===== config.mk =====
export PLATFORM = sky130hd
export DESIGN_NAME = gis_top
export DESIGN_NICKNAME = d
export VERILOG_FILES = /design/src/gis_pkg.sv /design/src/gis_sync.sv /design/src/gis_activity.sv /design/src/gis_top.sv
export SDC_FILE = /design/constraint.sdc
export NUM_CORES = 1
export LEC_CHECK = 0
export ABC_AREA = 1
export BUFFER_PORTS_ARGS = -buffer_cell sky130_fd_sc_hd__buf_2
export CORE_MARGIN = 1
export CORE_UTILIZATION = 59
export CTS_CLUSTER_SIZE = 24
export DETAILED_ROUTE_END_ITERATION = 12
export PLACE_DENSITY_LB_ADDON = 0.1
export SLEW_MARGIN = 20
export SYNTH_ARGS = -nofsm -noshare
export SYNTH_HDL_FRONTEND = slang
export SYNTH_HIERARCHICAL = 1
export SYNTH_SLANG_ARGS = --single-unit

===== constraint.sdc =====
create_clock -name clk -period 1.92 [get_ports clk]
set_clock_uncertainty 0.2 [all_clocks]
set_input_delay 0 -clock clk [delete_from_list [all_inputs] [get_ports clk]]
set_output_delay 0 -clock clk [all_outputs]
set_load 0.05 [all_outputs]

===== src/gis_pkg.sv =====
// constants for the global interrupt, status and pin block
//
// Overview of operation
// - two-bit pin select: input, status, low, high
// - status pins map port1 A/B, port2 A/B, port3 A/B, port4 A/B
// - pin four select only when reference input off
// - pin two select only when reference output off
// - port summary set while port irq pending
// - enabled port summary asserts interrupt low
// - global summary is any enabled latched bit
// - enabled global summary asserts interrupt low
// - enables mask at zero, reset to zero
// - live unlock high when any pll unlocked
// - live update done ANDs globally controlled ports
// - latch reference activity on pin four when selected
// - latch adapter reference clock activity
// - latch one-second tick, may raise summary
// - latch rising unlock, may raise summary
// - latch rising update done, may raise summary
// - readback returns eight pin levels, pin1 bit0
// - latched bits clear on write or read mode
// - interrupt drives low, idle floats or drives high
package gis_pkg;

  // ----------------------------------------
  // register byte offsets
  // ----------------------------------------
  localparam logic [9:0] OFF_CTRL = 10'h000;
  localparam logic [9:0] OFF_REF_CTRL = 10'h004;
  localparam logic [9:0] OFF_PIN_FUNC = 10'h00a;
  localparam logic [9:0] OFF_IRQ_SUM = 10'h010;
  localparam logic [9:0] OFF_IRQ_SUM_EN = 10'h012;
  localparam logic [9:0] OFF_LIVE = 10'h014;
  localparam logic [9:0] OFF_LATCHED = 10'h016;
  localparam logic [9:0] OFF_LATCHED_EN = 10'h018;
  localparam logic [9:0] OFF_PIN_READ = 10'h01c;

  // ----------------------------------------
  // field positions
  // ----------------------------------------
  localparam int BIT_IRQ_IDLE_DRIVE = 14;
  localparam int BIT_UPDATE_REQ = 3;
  localparam int BIT_CLEAR_ON_READ = 2;
  localparam int BIT_REF_OUT_SEL = 9;
  localparam int BIT_REF_IN_SEL = 8;
  localparam int BIT_PORT_SUM_LO = 4;
  localparam int BIT_GLOBAL_SUM = 0;
  localparam int BIT_UNLOCK_LIVE = 1;
  localparam int BIT_UPDATE_LIVE = 0;
  localparam int BIT_REF8K_ACT = 4;
  localparam int BIT_ADAPTER_ACT = 3;
  localparam int BIT_ONE_SEC = 2;
  localparam int BIT_UNLOCK_LAT = 1;
  localparam int BIT_UPDATE_LAT = 0;

  // ----------------------------------------
  // reset values and pin select codes
  // ----------------------------------------
  localparam logic [15:0] RST_REG = 16'h0000;
  localparam logic [4:0] RST_LATCHED = 5'h00;
  localparam logic [1:0] SEL_INPUT = 2'h0;
  localparam logic [1:0] SEL_STATUS = 2'h1;
  localparam logic [1:0] SEL_LOW = 2'h2;
  localparam logic [1:0] SEL_HIGH = 2'h3;

  // ----------------------------------------
  // timing
  // ----------------------------------------
  localparam int CLK_PERIOD_NS = 20;
  localparam int ONE_SEC_NS = 1000000000;
  localparam int ONE_SEC_CYCLES = ONE_SEC_NS / CLK_PERIOD_NS;
  localparam int ACT_WINDOW_NS = 250000;
  localparam int ACT_WINDOW_CYCLES =
    (ACT_WINDOW_NS + CLK_PERIOD_NS - 1) / CLK_PERIOD_NS;
  localparam int NUM_PORTS_MAX = 4;
  localparam int NUM_PLLS = 3;

endpackage : gis_pkg


===== src/gis_sync.sv =====
// three-stage synchroniser with agreement filter
`timescale 1ns/100ps
module gis_sync #(
  parameter int W = 1
) (
  input wire logic clk,
  input wire logic rst,
  input wire logic [W-1:0] async_in,
  output logic [W-1:0] level
);

  // ----------------------------------------
  // per bit chain
  // ----------------------------------------
  genvar i;
  generate
    for (i = 0; i < W; i++) begin : g_bit
      logic s1_q;
      logic s2_q;
      logic s3_q;
      // first stage feeds only the second
      always_ff @(posedge clk) begin
        if (rst) begin
          s1_q <= 1'b0;
          s2_q <= 1'b0;
          s3_q <= 1'b0;
          level[i] <= 1'b0;
        end else begin
          s1_q <= async_in[i];
          s2_q <= s1_q;
          s3_q <= s2_q;
          if (s2_q == s3_q) begin
            level[i] <= s3_q; // change once stages agree
          end
        end
      end
    end
  endgenerate

endmodule : gis_sync


===== src/gis_activity.sv =====
// edge activity monitor over a cycle window
`timescale 1ns/100ps
module gis_activity #(
  parameter int WINDOW = 12500
) (
  input wire logic clk,
  input wire logic rst,
  input wire logic enable,
  input wire logic level,
  output logic active
);

  logic prev_q;
  logic [31:0] idle_q;

  // count cycles since the last edge
  always_ff @(posedge clk) begin
    if (rst) begin
      prev_q <= 1'b0;
      idle_q <= 32'h0;
      active <= 1'b0;
    end else begin
      prev_q <= level;
      if (!enable) begin
        idle_q <= 32'h0;
        active <= 1'b0;
      end else if (level != prev_q) begin
        idle_q <= 32'h0;
        active <= 1'b1;
      end else if (idle_q >= 32'(WINDOW - 1)) begin
        active <= 1'b0; // no edge inside window
      end else begin
        idle_q <= idle_q + 32'h1;
      end
    end
  end

endmodule : gis_activity


===== src/gis_top.sv =====
// global interrupt, status and general-purpose pin block
//
// Implementation choice: strobed register access.
`timescale 1ns/100ps
module gis_top #(
  parameter int num_ports = 4,
  parameter int one_sec_cycles = gis_pkg::ONE_SEC_CYCLES,
  parameter int act_window = gis_pkg::ACT_WINDOW_CYCLES
) (
  input wire logic clk,
  input wire logic rst,
  input wire logic [9:0] addr,
  input wire logic [15:0] wdata,
  input wire logic wr_en,
  input wire logic rd_en,
  output logic [15:0] rdata,
  input wire logic [3:0] port_irq_pending,
  input wire logic [3:0] port_status_a,
  input wire logic [3:0] port_status_b,
  input wire logic [3:0] port_update_done,
  input wire logic [3:0] port_update_source_sel,
  output logic global_update_request,
  input wire logic [2:0] adapter_pll_locked,
  input wire logic adapter_clock_pin_a,
  input wire logic ref8k_out,
  output logic ref8k_in,
  input wire logic [7:0] gpio_in,
  output logic [7:0] gpio_out,
  output logic [7:0] gpio_oe,
  output logic irq_n_out,
  output logic irq_n_oe
);

  // ----------------------------------------
  // declarations
  // ----------------------------------------
  logic [3:0] port_mask;
  logic wr_ctrl;
  logic wr_ref_ctrl;
  logic wr_pin_func;
  logic wr_sum_en;
  logic wr_latched;
  logic wr_latched_en;
  logic rd_latched;

  logic irq_pin_idle_drive_q;
  logic global_update_request_q;
  logic latched_clear_on_read_q;
  logic ref8k_output_select_q;
  logic ref8k_input_select_q;
  logic [15:0] pin_function_q;
  logic [3:0] port_irq_summary_en_q;
  logic global_summary_en_q;
  logic one_second_irq_en_q;
  logic adapter_unlock_irq_en_q;
  logic update_done_irq_en_q;

  logic [4:0] latched_q;
  logic [4:0] latched_d;
  logic [4:0] set_ev;
  logic [4:0] clr_ev;

  logic [2:0] pll_locked_s;
  logic [7:0] gpio_in_s;
  logic adapter_clk_s;
  logic ref8k_active;
  logic adapter_ref_active;

  logic adapter_unlock_live;
  logic adapter_unlock_prev_q;
  logic global_update_done_live;
  logic update_done_prev_q;
  logic [31:0] sec_cnt_q;
  logic one_sec_tick;

  logic [3:0] port_irq_summary;
  logic global_summary_flag;
  logic irq_active;

  logic [7:0] pin_drive;
  logic [7:0] pin_oe;
  logic [7:0] pin_level;
  logic [15:0] rd_mux;
  logic [15:0] rdata_q;

  // ----------------------------------------
  // port presence
  // ----------------------------------------
  // absent ports tie their inputs inactive
  genvar p;
  generate
    for (p = 0; p < gis_pkg::NUM_PORTS_MAX; p++) begin : g_port
      assign port_mask[p] = (p < num_ports);
    end
  endgenerate

  // ----------------------------------------
  // register strobes
  // ----------------------------------------
  // one decode per writable register
  assign wr_ctrl = wr_en && (addr == gis_pkg::OFF_CTRL);
  assign wr_ref_ctrl = wr_en && (addr == gis_pkg::OFF_REF_CTRL);
  assign wr_pin_func = wr_en && (addr == gis_pkg::OFF_PIN_FUNC);
  assign wr_sum_en = wr_en && (addr == gis_pkg::OFF_IRQ_SUM_EN);
  assign wr_latched = wr_en && (addr == gis_pkg::OFF_LATCHED);
  assign wr_latched_en = wr_en && (addr == gis_pkg::OFF_LATCHED_EN);
  assign rd_latched = rd_en && (addr == gis_pkg::OFF_LATCHED);

  // ----------------------------------------
  // control registers
  // ----------------------------------------
  // global control: idle drive, update request, clear mode
  always_ff @(posedge clk) begin
    if (rst) begin
      irq_pin_idle_drive_q <= 1'b0;
      global_update_request_q <= 1'b0;
      latched_clear_on_read_q <= 1'b0;
    end else if (wr_ctrl) begin
      irq_pin_idle_drive_q <= wdata[gis_pkg::BIT_IRQ_IDLE_DRIVE];
      global_update_request_q <= wdata[gis_pkg::BIT_UPDATE_REQ];
      latched_clear_on_read_q <= wdata[gis_pkg::BIT_CLEAR_ON_READ];
    end
  end

  assign global_update_request = global_update_request_q;

  // reference pin steering
  always_ff @(posedge clk) begin
    if (rst) begin
      ref8k_output_select_q <= 1'b0;
      ref8k_input_select_q <= 1'b0;
    end else if (wr_ref_ctrl) begin
      ref8k_output_select_q <= wdata[gis_pkg::BIT_REF_OUT_SEL];
      ref8k_input_select_q <= wdata[gis_pkg::BIT_REF_IN_SEL];
    end
  end

  // pin function selects, two bits per pin
  always_ff @(posedge clk) begin
    if (rst) begin
      pin_function_q <= gis_pkg::RST_REG;
    end else if (wr_pin_func) begin
      pin_function_q <= wdata;
    end
  end

  // summary enables, all clear after reset
  always_ff @(posedge clk) begin
    if (rst) begin
      port_irq_summary_en_q <= 4'h0;
      global_summary_en_q <= 1'b0;
    end else if (wr_sum_en) begin
      port_irq_summary_en_q <= wdata[gis_pkg::BIT_PORT_SUM_LO +: 4];
      global_summary_en_q <= wdata[gis_pkg::BIT_GLOBAL_SUM];
    end
  end

  // latched status enables, all clear after reset
  always_ff @(posedge clk) begin
    if (rst) begin
      one_second_irq_en_q <= 1'b0;
      adapter_unlock_irq_en_q <= 1'b0;
      update_done_irq_en_q <= 1'b0;
    end else if (wr_latched_en) begin
      one_second_irq_en_q <= wdata[gis_pkg::BIT_ONE_SEC];
      adapter_unlock_irq_en_q <= wdata[gis_pkg::BIT_UNLOCK_LAT];
      update_done_irq_en_q <= wdata[gis_pkg::BIT_UPDATE_LAT];
    end
  end

  // ----------------------------------------
  // input synchronisers
  // ----------------------------------------
  gis_sync #(
    .W(gis_pkg::NUM_PLLS)
  ) u_sync_pll (
    .clk(clk),
    .rst(rst),
    .async_in(adapter_pll_locked),
    .level(pll_locked_s)
  );

  gis_sync #(
    .W(8)
  ) u_sync_gpio (
    .clk(clk),
    .rst(rst),
    .async_in(gpio_in),
    .level(gpio_in_s)
  );

  gis_sync #(
    .W(1)
  ) u_sync_adapter_clock_pin_a (
    .clk(clk),
    .rst(rst),
    .async_in(adapter_clock_pin_a),
    .level(adapter_clk_s)
  );

  // ----------------------------------------
  // activity monitors
  // ----------------------------------------
  // reference on pin four, watched only when selected
  gis_activity #(
    .WINDOW(act_window)
  ) u_act_ref8k (
    .clk(clk),
    .rst(rst),
    .enable(ref8k_input_select_q),
    .level(gpio_in_s[3]),
    .active(ref8k_active)
  );

  // adapter reference on the first adapter clock pin
  gis_activity #(
    .WINDOW(act_window)
  ) u_act_adapter (
    .clk(clk),
    .rst(rst),
    .enable(1'b1),
    .level(adapter_clk_s),
    .active(adapter_ref_active)
  );

  // reference level handed to ports, low when not selected
  always_ff @(posedge clk) begin
    if (rst) begin
      ref8k_in <= 1'b0;
    end else begin
      ref8k_in <= ref8k_input_select_q & gpio_in_s[3];
    end
  end

  // ----------------------------------------
  // live status
  // ----------------------------------------
  // unlocked if any adapter pll lost lock
  assign adapter_unlock_live = ~(&pll_locked_s);

  // all globally controlled ports done, request held
  assign global_update_done_live = global_update_request_q &
    (&(port_update_done | ~(port_update_source_sel & port_mask)));

  // ----------------------------------------
  // one-second timer
  // ----------------------------------------
  always_ff @(posedge clk) begin
    if (rst) begin
      sec_cnt_q <= 32'h0;
    end else if (one_sec_tick) begin
      sec_cnt_q <= 32'h0;
    end else begin
      sec_cnt_q <= sec_cnt_q + 32'h1;
    end
  end

  assign one_sec_tick = (sec_cnt_q == 32'(one_sec_cycles - 1));

  // ----------------------------------------
  // edge history for latched events
  // ----------------------------------------
  always_ff @(posedge clk) begin
    if (rst) begin
      adapter_unlock_prev_q <= 1'b1; // no false unlock edge after reset
      update_done_prev_q <= 1'b0;
    end else begin
      adapter_unlock_prev_q <= adapter_unlock_live;
      update_done_prev_q <= global_update_done_live;
    end
  end

  // ----------------------------------------
  // latched status
  // ----------------------------------------
  // set sources for each latched bit
  always_comb begin
    set_ev = 5'h00;
    set_ev[gis_pkg::BIT_REF8K_ACT] = ref8k_active;
    set_ev[gis_pkg::BIT_ADAPTER_ACT] = adapter_ref_active;
    set_ev[gis_pkg::BIT_ONE_SEC] = one_sec_tick;
    set_ev[gis_pkg::BIT_UNLOCK_LAT] =
      adapter_unlock_live & ~adapter_unlock_prev_q;
    set_ev[gis_pkg::BIT_UPDATE_LAT] =
      global_update_done_live & ~update_done_prev_q;
  end

  // write one to clear, or read clears what was read
  always_comb begin
    clr_ev = 5'h00;
    if (latched_clear_on_read_q) begin
      if (rd_latched) begin
        clr_ev = latched_q;
      end
    end else if (wr_latched) begin
      clr_ev = wdata[4:0];
    end
  end

  // a set in the clearing cycle survives
  assign latched_d = (latched_q & ~clr_ev) | set_ev;

  always_ff @(posedge clk) begin
    if (rst) begin
      latched_q <= gis_pkg::RST_LATCHED;
    end else begin
      latched_q <= latched_d;
    end
  end

  // ----------------------------------------
  // summaries and interrupt
  // ----------------------------------------
  assign port_irq_summary = port_irq_pending & port_mask;

  // only the three event bits have enables
  assign global_summary_flag =
    (latched_q[gis_pkg::BIT_ONE_SEC] & one_second_irq_en_q) |
    (latched_q[gis_pkg::BIT_UNLOCK_LAT] & adapter_unlock_irq_en_q) |
    (latched_q[gis_pkg::BIT_UPDATE_LAT] & update_done_irq_en_q);

  assign irq_active =
    (|(port_irq_summary & port_irq_summary_en_q)) |
    (global_summary_flag & global_summary_en_q);

  // low while active, idle per pin mode
  always_ff @(posedge clk) begin
    if (rst) begin
      irq_n_out <= 1'b1;
      irq_n_oe <= 1'b0;
    end else if (irq_active) begin
      irq_n_out <= 1'b0;
      irq_n_oe <= 1'b1;
    end else begin
      irq_n_out <= 1'b1;
      irq_n_oe <= irq_pin_idle_drive_q;
    end
  end

  // ----------------------------------------
  // general-purpose pins
  // ----------------------------------------
  // pin k shows port k/2 status, A on even index
  genvar g;
  generate
    for (g = 0; g < 8; g++) begin : g_pin
      logic [1:0] sel;
      logic status;
      assign sel = pin_function_q[2*g +: 2];
      if (g % 2 == 0) begin : g_a
        assign status = port_status_a[g/2] & port_mask[g/2];
      end else begin : g_b
        assign status = port_status_b[g/2] & port_mask[g/2];
      end
      always_comb begin
        pin_drive[g] = 1'b0;
        pin_oe[g] = 1'b0;
        if (g == 3 && ref8k_input_select_q) begin
          pin_oe[g] = 1'b0;
        end else if (g == 1 && ref8k_output_select_q) begin
          pin_drive[g] = ref8k_out;
          pin_oe[g] = 1'b1;
        end else begin
          case (sel)
            gis_pkg::SEL_STATUS: begin
              pin_drive[g] = status;
              pin_oe[g] = 1'b1;
            end
            gis_pkg::SEL_LOW: begin
              pin_drive[g] = 1'b0;
              pin_oe[g] = 1'b1;
            end
            gis_pkg::SEL_HIGH: begin
              pin_drive[g] = 1'b1;
              pin_oe[g] = 1'b1;
            end
            default: begin
              pin_oe[g] = 1'b0;
            end
          endcase
        end
      end
      // level seen on the pin, driven or sampled
      assign pin_level[g] = gpio_oe[g] ? gpio_out[g] : gpio_in_s[g];
    end
  endgenerate

  // registered pin drivers
  always_ff @(posedge clk) begin
    if (rst) begin
      gpio_out <= 8'h00;
      gpio_oe <= 8'h00;
    end else begin
      gpio_out <= pin_drive;
      gpio_oe <= pin_oe;
    end
  end

  // ----------------------------------------
  // read back
  // ----------------------------------------
  always_comb begin
    rd_mux = 16'h0000;
    case (addr)
      gis_pkg::OFF_CTRL: begin
        rd_mux[gis_pkg::BIT_IRQ_IDLE_DRIVE] = irq_pin_idle_drive_q;
        rd_mux[gis_pkg::BIT_UPDATE_REQ] = global_update_request_q;
        rd_mux[gis_pkg::BIT_CLEAR_ON_READ] = latched_clear_on_read_q;
      end
      gis_pkg::OFF_REF_CTRL: begin
        rd_mux[gis_pkg::BIT_REF_OUT_SEL] = ref8k_output_select_q;
        rd_mux[gis_pkg::BIT_REF_IN_SEL] = ref8k_input_select_q;
      end
      gis_pkg::OFF_PIN_FUNC: begin
        rd_mux = pin_function_q;
      end
      gis_pkg::OFF_IRQ_SUM: begin
        rd_mux[gis_pkg::BIT_PORT_SUM_LO +: 4] = port_irq_summary;
        rd_mux[gis_pkg::BIT_GLOBAL_SUM] = global_summary_flag;
      end
      gis_pkg::OFF_IRQ_SUM_EN: begin
        rd_mux[gis_pkg::BIT_PORT_SUM_LO +: 4] = port_irq_summary_en_q;
        rd_mux[gis_pkg::BIT_GLOBAL_SUM] = global_summary_en_q;
      end
      gis_pkg::OFF_LIVE: begin
        rd_mux[gis_pkg::BIT_UNLOCK_LIVE] = adapter_unlock_live;
        rd_mux[gis_pkg::BIT_UPDATE_LIVE] = global_update_done_live;
      end
      gis_pkg::OFF_LATCHED: begin
        rd_mux[4:0] = latched_q;
      end
      gis_pkg::OFF_LATCHED_EN: begin
        rd_mux[gis_pkg::BIT_ONE_SEC] = one_second_irq_en_q;
        rd_mux[gis_pkg::BIT_UNLOCK_LAT] = adapter_unlock_irq_en_q;
        rd_mux[gis_pkg::BIT_UPDATE_LAT] = update_done_irq_en_q;
      end
      gis_pkg::OFF_PIN_READ: begin
        rd_mux[7:0] = pin_level;
      end
      default: begin
        rd_mux = 16'h0000; // unmapped reads zero
      end
    endcase
  end

  // data stand only in the cycle after the strobe
  always_ff @(posedge clk) begin
    if (rst) begin
      rdata_q <= 16'h0000;
    end else if (rd_en) begin
      rdata_q <= rd_mux;
    end else begin
      rdata_q <= 16'h0000;
    end
  end

  assign rdata = rdata_q;

endmodule : gis_top


==> reports/metrics.yaml <==
outcome:
  status: "finished, violations left"
  violations: "negative setup slack"
setup_path:
  path_max_fanout: 4
  r2r-start: "sec_cnt_q[1]$_SDFF_PP0_"
  endpoint_kind: "flop"
  start_kind: "input pin"
  cp_data_required_time_ns: 2.16
  worstSetupPathType: "in -> reg"
  reg2reg_depth: 9
  arrival_ns: 2.19
  startpoint: "addr[3]"
route:
  drt_drc_violations_left: 0
  wl_met1_um: 10400
  wl_met3_um: 2040
  post_drt_via_cell_ratio: 5.26
  wl_met2_um: 12700
  first_pass_iters: 6
  dr_total_vias: 9131
  drt_wl_total_um: 26300
  ant_nets: 0
  top_layer: "met4"
  wl_per_cell_um: 15.1
  drt-initial-drc-count: 764
yosys:
  synth_area_mm2: 0.00941
  ys_types: 42
  ys_ff_latch: 219
  syn_inst: 1277
  yosysWarnings: 6
  async_flop_share_pct: 0
  synth_edf_count: 0
  syn_nets: 1343
  synthFlopType: "dfxtp_1"
  ys_seq_area_share_pct: 46.6
  synth_area_per_cell_um2: 7.37
sta:
  rsz0062_at_grt: "true"
  worst_slack_ns: -0.0337
  fin_crit_sh_pct: 102
  finalHoldViolations: 0
  finalSetupViolCount: 2
  tns_ns: -0.0382
  drv_slew: 0
  max_freq_mhz: 512
  hold_slack_ns: 0.0591
  period_minus_slack_ns: 1.95
clock_network:
  cts_buffer_depth: 3
  clkTransAtPathRegs_ns: 0.06
  root_buffer: "clkbuf_16"
  cts_htree_levels: 1
  cts_tree: "done"
  clk_latency_ns: 0.51
  cts_sinks: 219
  cts_buffers: 23
final_layout:
  final_util_pct: 79.0
  layout_commonest_cell: "nand2_1"
  antenna_cells: 0
  drive_gt1_share_pct: 16.7
  syn2layout_area_growth_pct: 29.1
  layout.nets: 1576
  fill_cells: 1062
  final_cell_mix: "230 x nand2_1, 221 x nor2_1, 218 x dfxtp_1"
power:
  power.switching_mw: 2.11
  p_leak_nw: 4.96
  p_sw_share_pct: 22.0
  ir_worst_vdd_mv: 0.732
  p_seq_share_pct: 48.1
  p_int_mw: 7.47
  powerDensity_mw_per_mm2: 788
  p_comb_share_pct: 4.8
  pwr-share-clk_pct: 47.1
floorplan:
  coreArea_mm2: 0.0154
  die_h_um: 128
  io_pins: 99
  start_util_pct: 61.2
  num_rows: 45
  dieArea_mm2: 0.0165
  die_w_um: 128
min_path:
  hold_path_class: "in -> reg"
  worstHoldStart: "addr[9]"
  holdPathStages: 7
global_routing:
  antenna_found_initial: 0
  grt_use_total_pct: 31.0
  grt_pass1_wl_um: 41100
  first_global_vias: 8824
  grt.overflow.total: 0
  grt_max_degree: 42
run:
  drv_cap: 0
placed_design:
  gp_congestion: 0.969
  io_buffers: 98
  dp_hpwl_um: 14900
stage by stage:
| step | area (um^2) | power (mW) | cells | worst slack [ns] |
|---|---|---|---|---|
| global placement | 10100 | 4.99 | 1574 | 0.169 |
| CTS | 12000 | 9.54 | 1729 | 0.0102 |
| floorplan | 9410 | 4.87 | 1277 | 0.277 |
| detailed placement | 10100 | 4.99 | 1574 | 0.115 |
| finish | 12100 | 9.58 | 1736 | -0.0337 |
| global route | 12100 | 9.84 | 1736 | -0.150 |
timing repair:
item,4_1_cts,5_1_grt
setup buffers,0,8
endpoints found under the hold margin,119,0
gates resized for setup,0,15
hold buffers,115,0
setup endpoints to repair,0,50
metal layers:
layer | vias to the layer above | track usage [%]
met4 | 0 | 13.7
met5 | - | 0
li1 | 4467 | -
met1 | 4121 | 36.7
met3 | 111 | 5.26
met2 | 432 | 54.8
power groups by stage:
stage | registers [mW] | clock network [mW] | logic (mW)
after global routing | 4.61 | 4.74 | 0.490
final | 4.61 | 4.51 | 0.459
after global placement | 4.70 | 0 | 0.282
after floorplan | 4.70 | 0 | 0.167
after CTS | 4.61 | 4.52 | 0.411
after detailed placement | 4.71 | 0 | 0.287
cell usage after synthesis, types with 3 or more instances:
cell      number  share of area, %
dfxtp_1      219                47
a21oi_1       79               4.2
nand3b_1       6              0.48
nor2_1       223               8.9
ha_1           3              0.40
buf_2          9              0.48
o21ai_2        3              0.28
nand3_2        7              0.74
xor2_1        19               1.8
nand3_1       82               4.4
inv_2          6              0.24
nor2_4         8              0.96
nand2_4        4              0.48
inv_1        184               7.3
o21ai_1       19               1.0
o32ai_1        3              0.28
nand2_1      232               9.3
a21oi_2       18               1.7
xnor2_1        8              0.74
nor2_2        12              0.80
nand4_1       17               1.1
o21ai_0       34               1.8
nor3_1        20               1.1
mux2i_1        4              0.43
nand2_2       18               1.2
buf_6          6              0.72
clkbuf_1       8              0.32
buf_4          5              0.40
critical path: stages:
cell and delay [ns]:
buf_2 0.13, inv_1 0.09, nand2_1 0.05, dlygate4sd3_1 0.61, nor2_1 0.18, nand2_1 0.09
nor2_2 0.13, dlygate4sd3_1 0.59, nand2_1 0.07, o21ai_1 0.10, nor2_1 0.07, nor2_1 0.09
logic make-up after synthesis:
| group | synth area share, % |
|---|---|
| flops | 46.6 |
| compound gates | 9.95 |
| xor+xnor | 2.51 |
| buf+inv | 10.1 |
| other cells | 0.0399 |
| simple gates | 29.9 |
| mux | 0.425 |
| fa+ha+maj | 0.399 |
registers in the layout (all words and copies together) (netlist names), 3 cells and up:
signal and flops:
pin_function_q 16, u_sync_gpio/g_bit.s1_q 8, u_act_ref8k/idle_q 32, latched_q 5, u_sync_pll/g_bit.s1_q 3, u_sync_gpio/level 8
gpio_oe 8, sec_cnt_q 32, u_act_adapter/idle_q 32, rdata 16, u_sync_gpio/g_bit.s2_q 8, u_sync_pll/g_bit.s2_q 3
u_sync_gpio/g_bit.s3_q 8, port_irq_summary_en_q 4, gpio_out 8, u_sync_pll/level 3, u_sync_pll/g_bit.s3_q 3
final cells by class:
type	count	area, um^2	share of cell area [%]
Inverter	193	734	6.05
Timing Repair Buffer	238	1890	15.6
Tap cell	211	264	2.17
Multi-Input combinational cell	835	4100	33.8
Clock inverter	11	121	0.999
Clock buffer	29	648	5.34
Sequential cell	219	4390	36.1
final timing paths:
| kind | endpoint | slack [ns] |
|---|---|---|
| worst max-delay path | rdata[3]$_SDFF_PP0_ | -0.03 |
| worst max register to register | sec_cnt_q[15]$_SDFF_PP0_ | 0.13 |
| worst min register to register | u_sync_gpio/g_bit[0].s2_q$_SDFF_PP0_ | 0.20 |
| worst min-delay path | ref8k_input_select_q$_SDFFE_PP0P_ | 0.06 |
No activity file was read; power rests on OpenSTA's default activity.
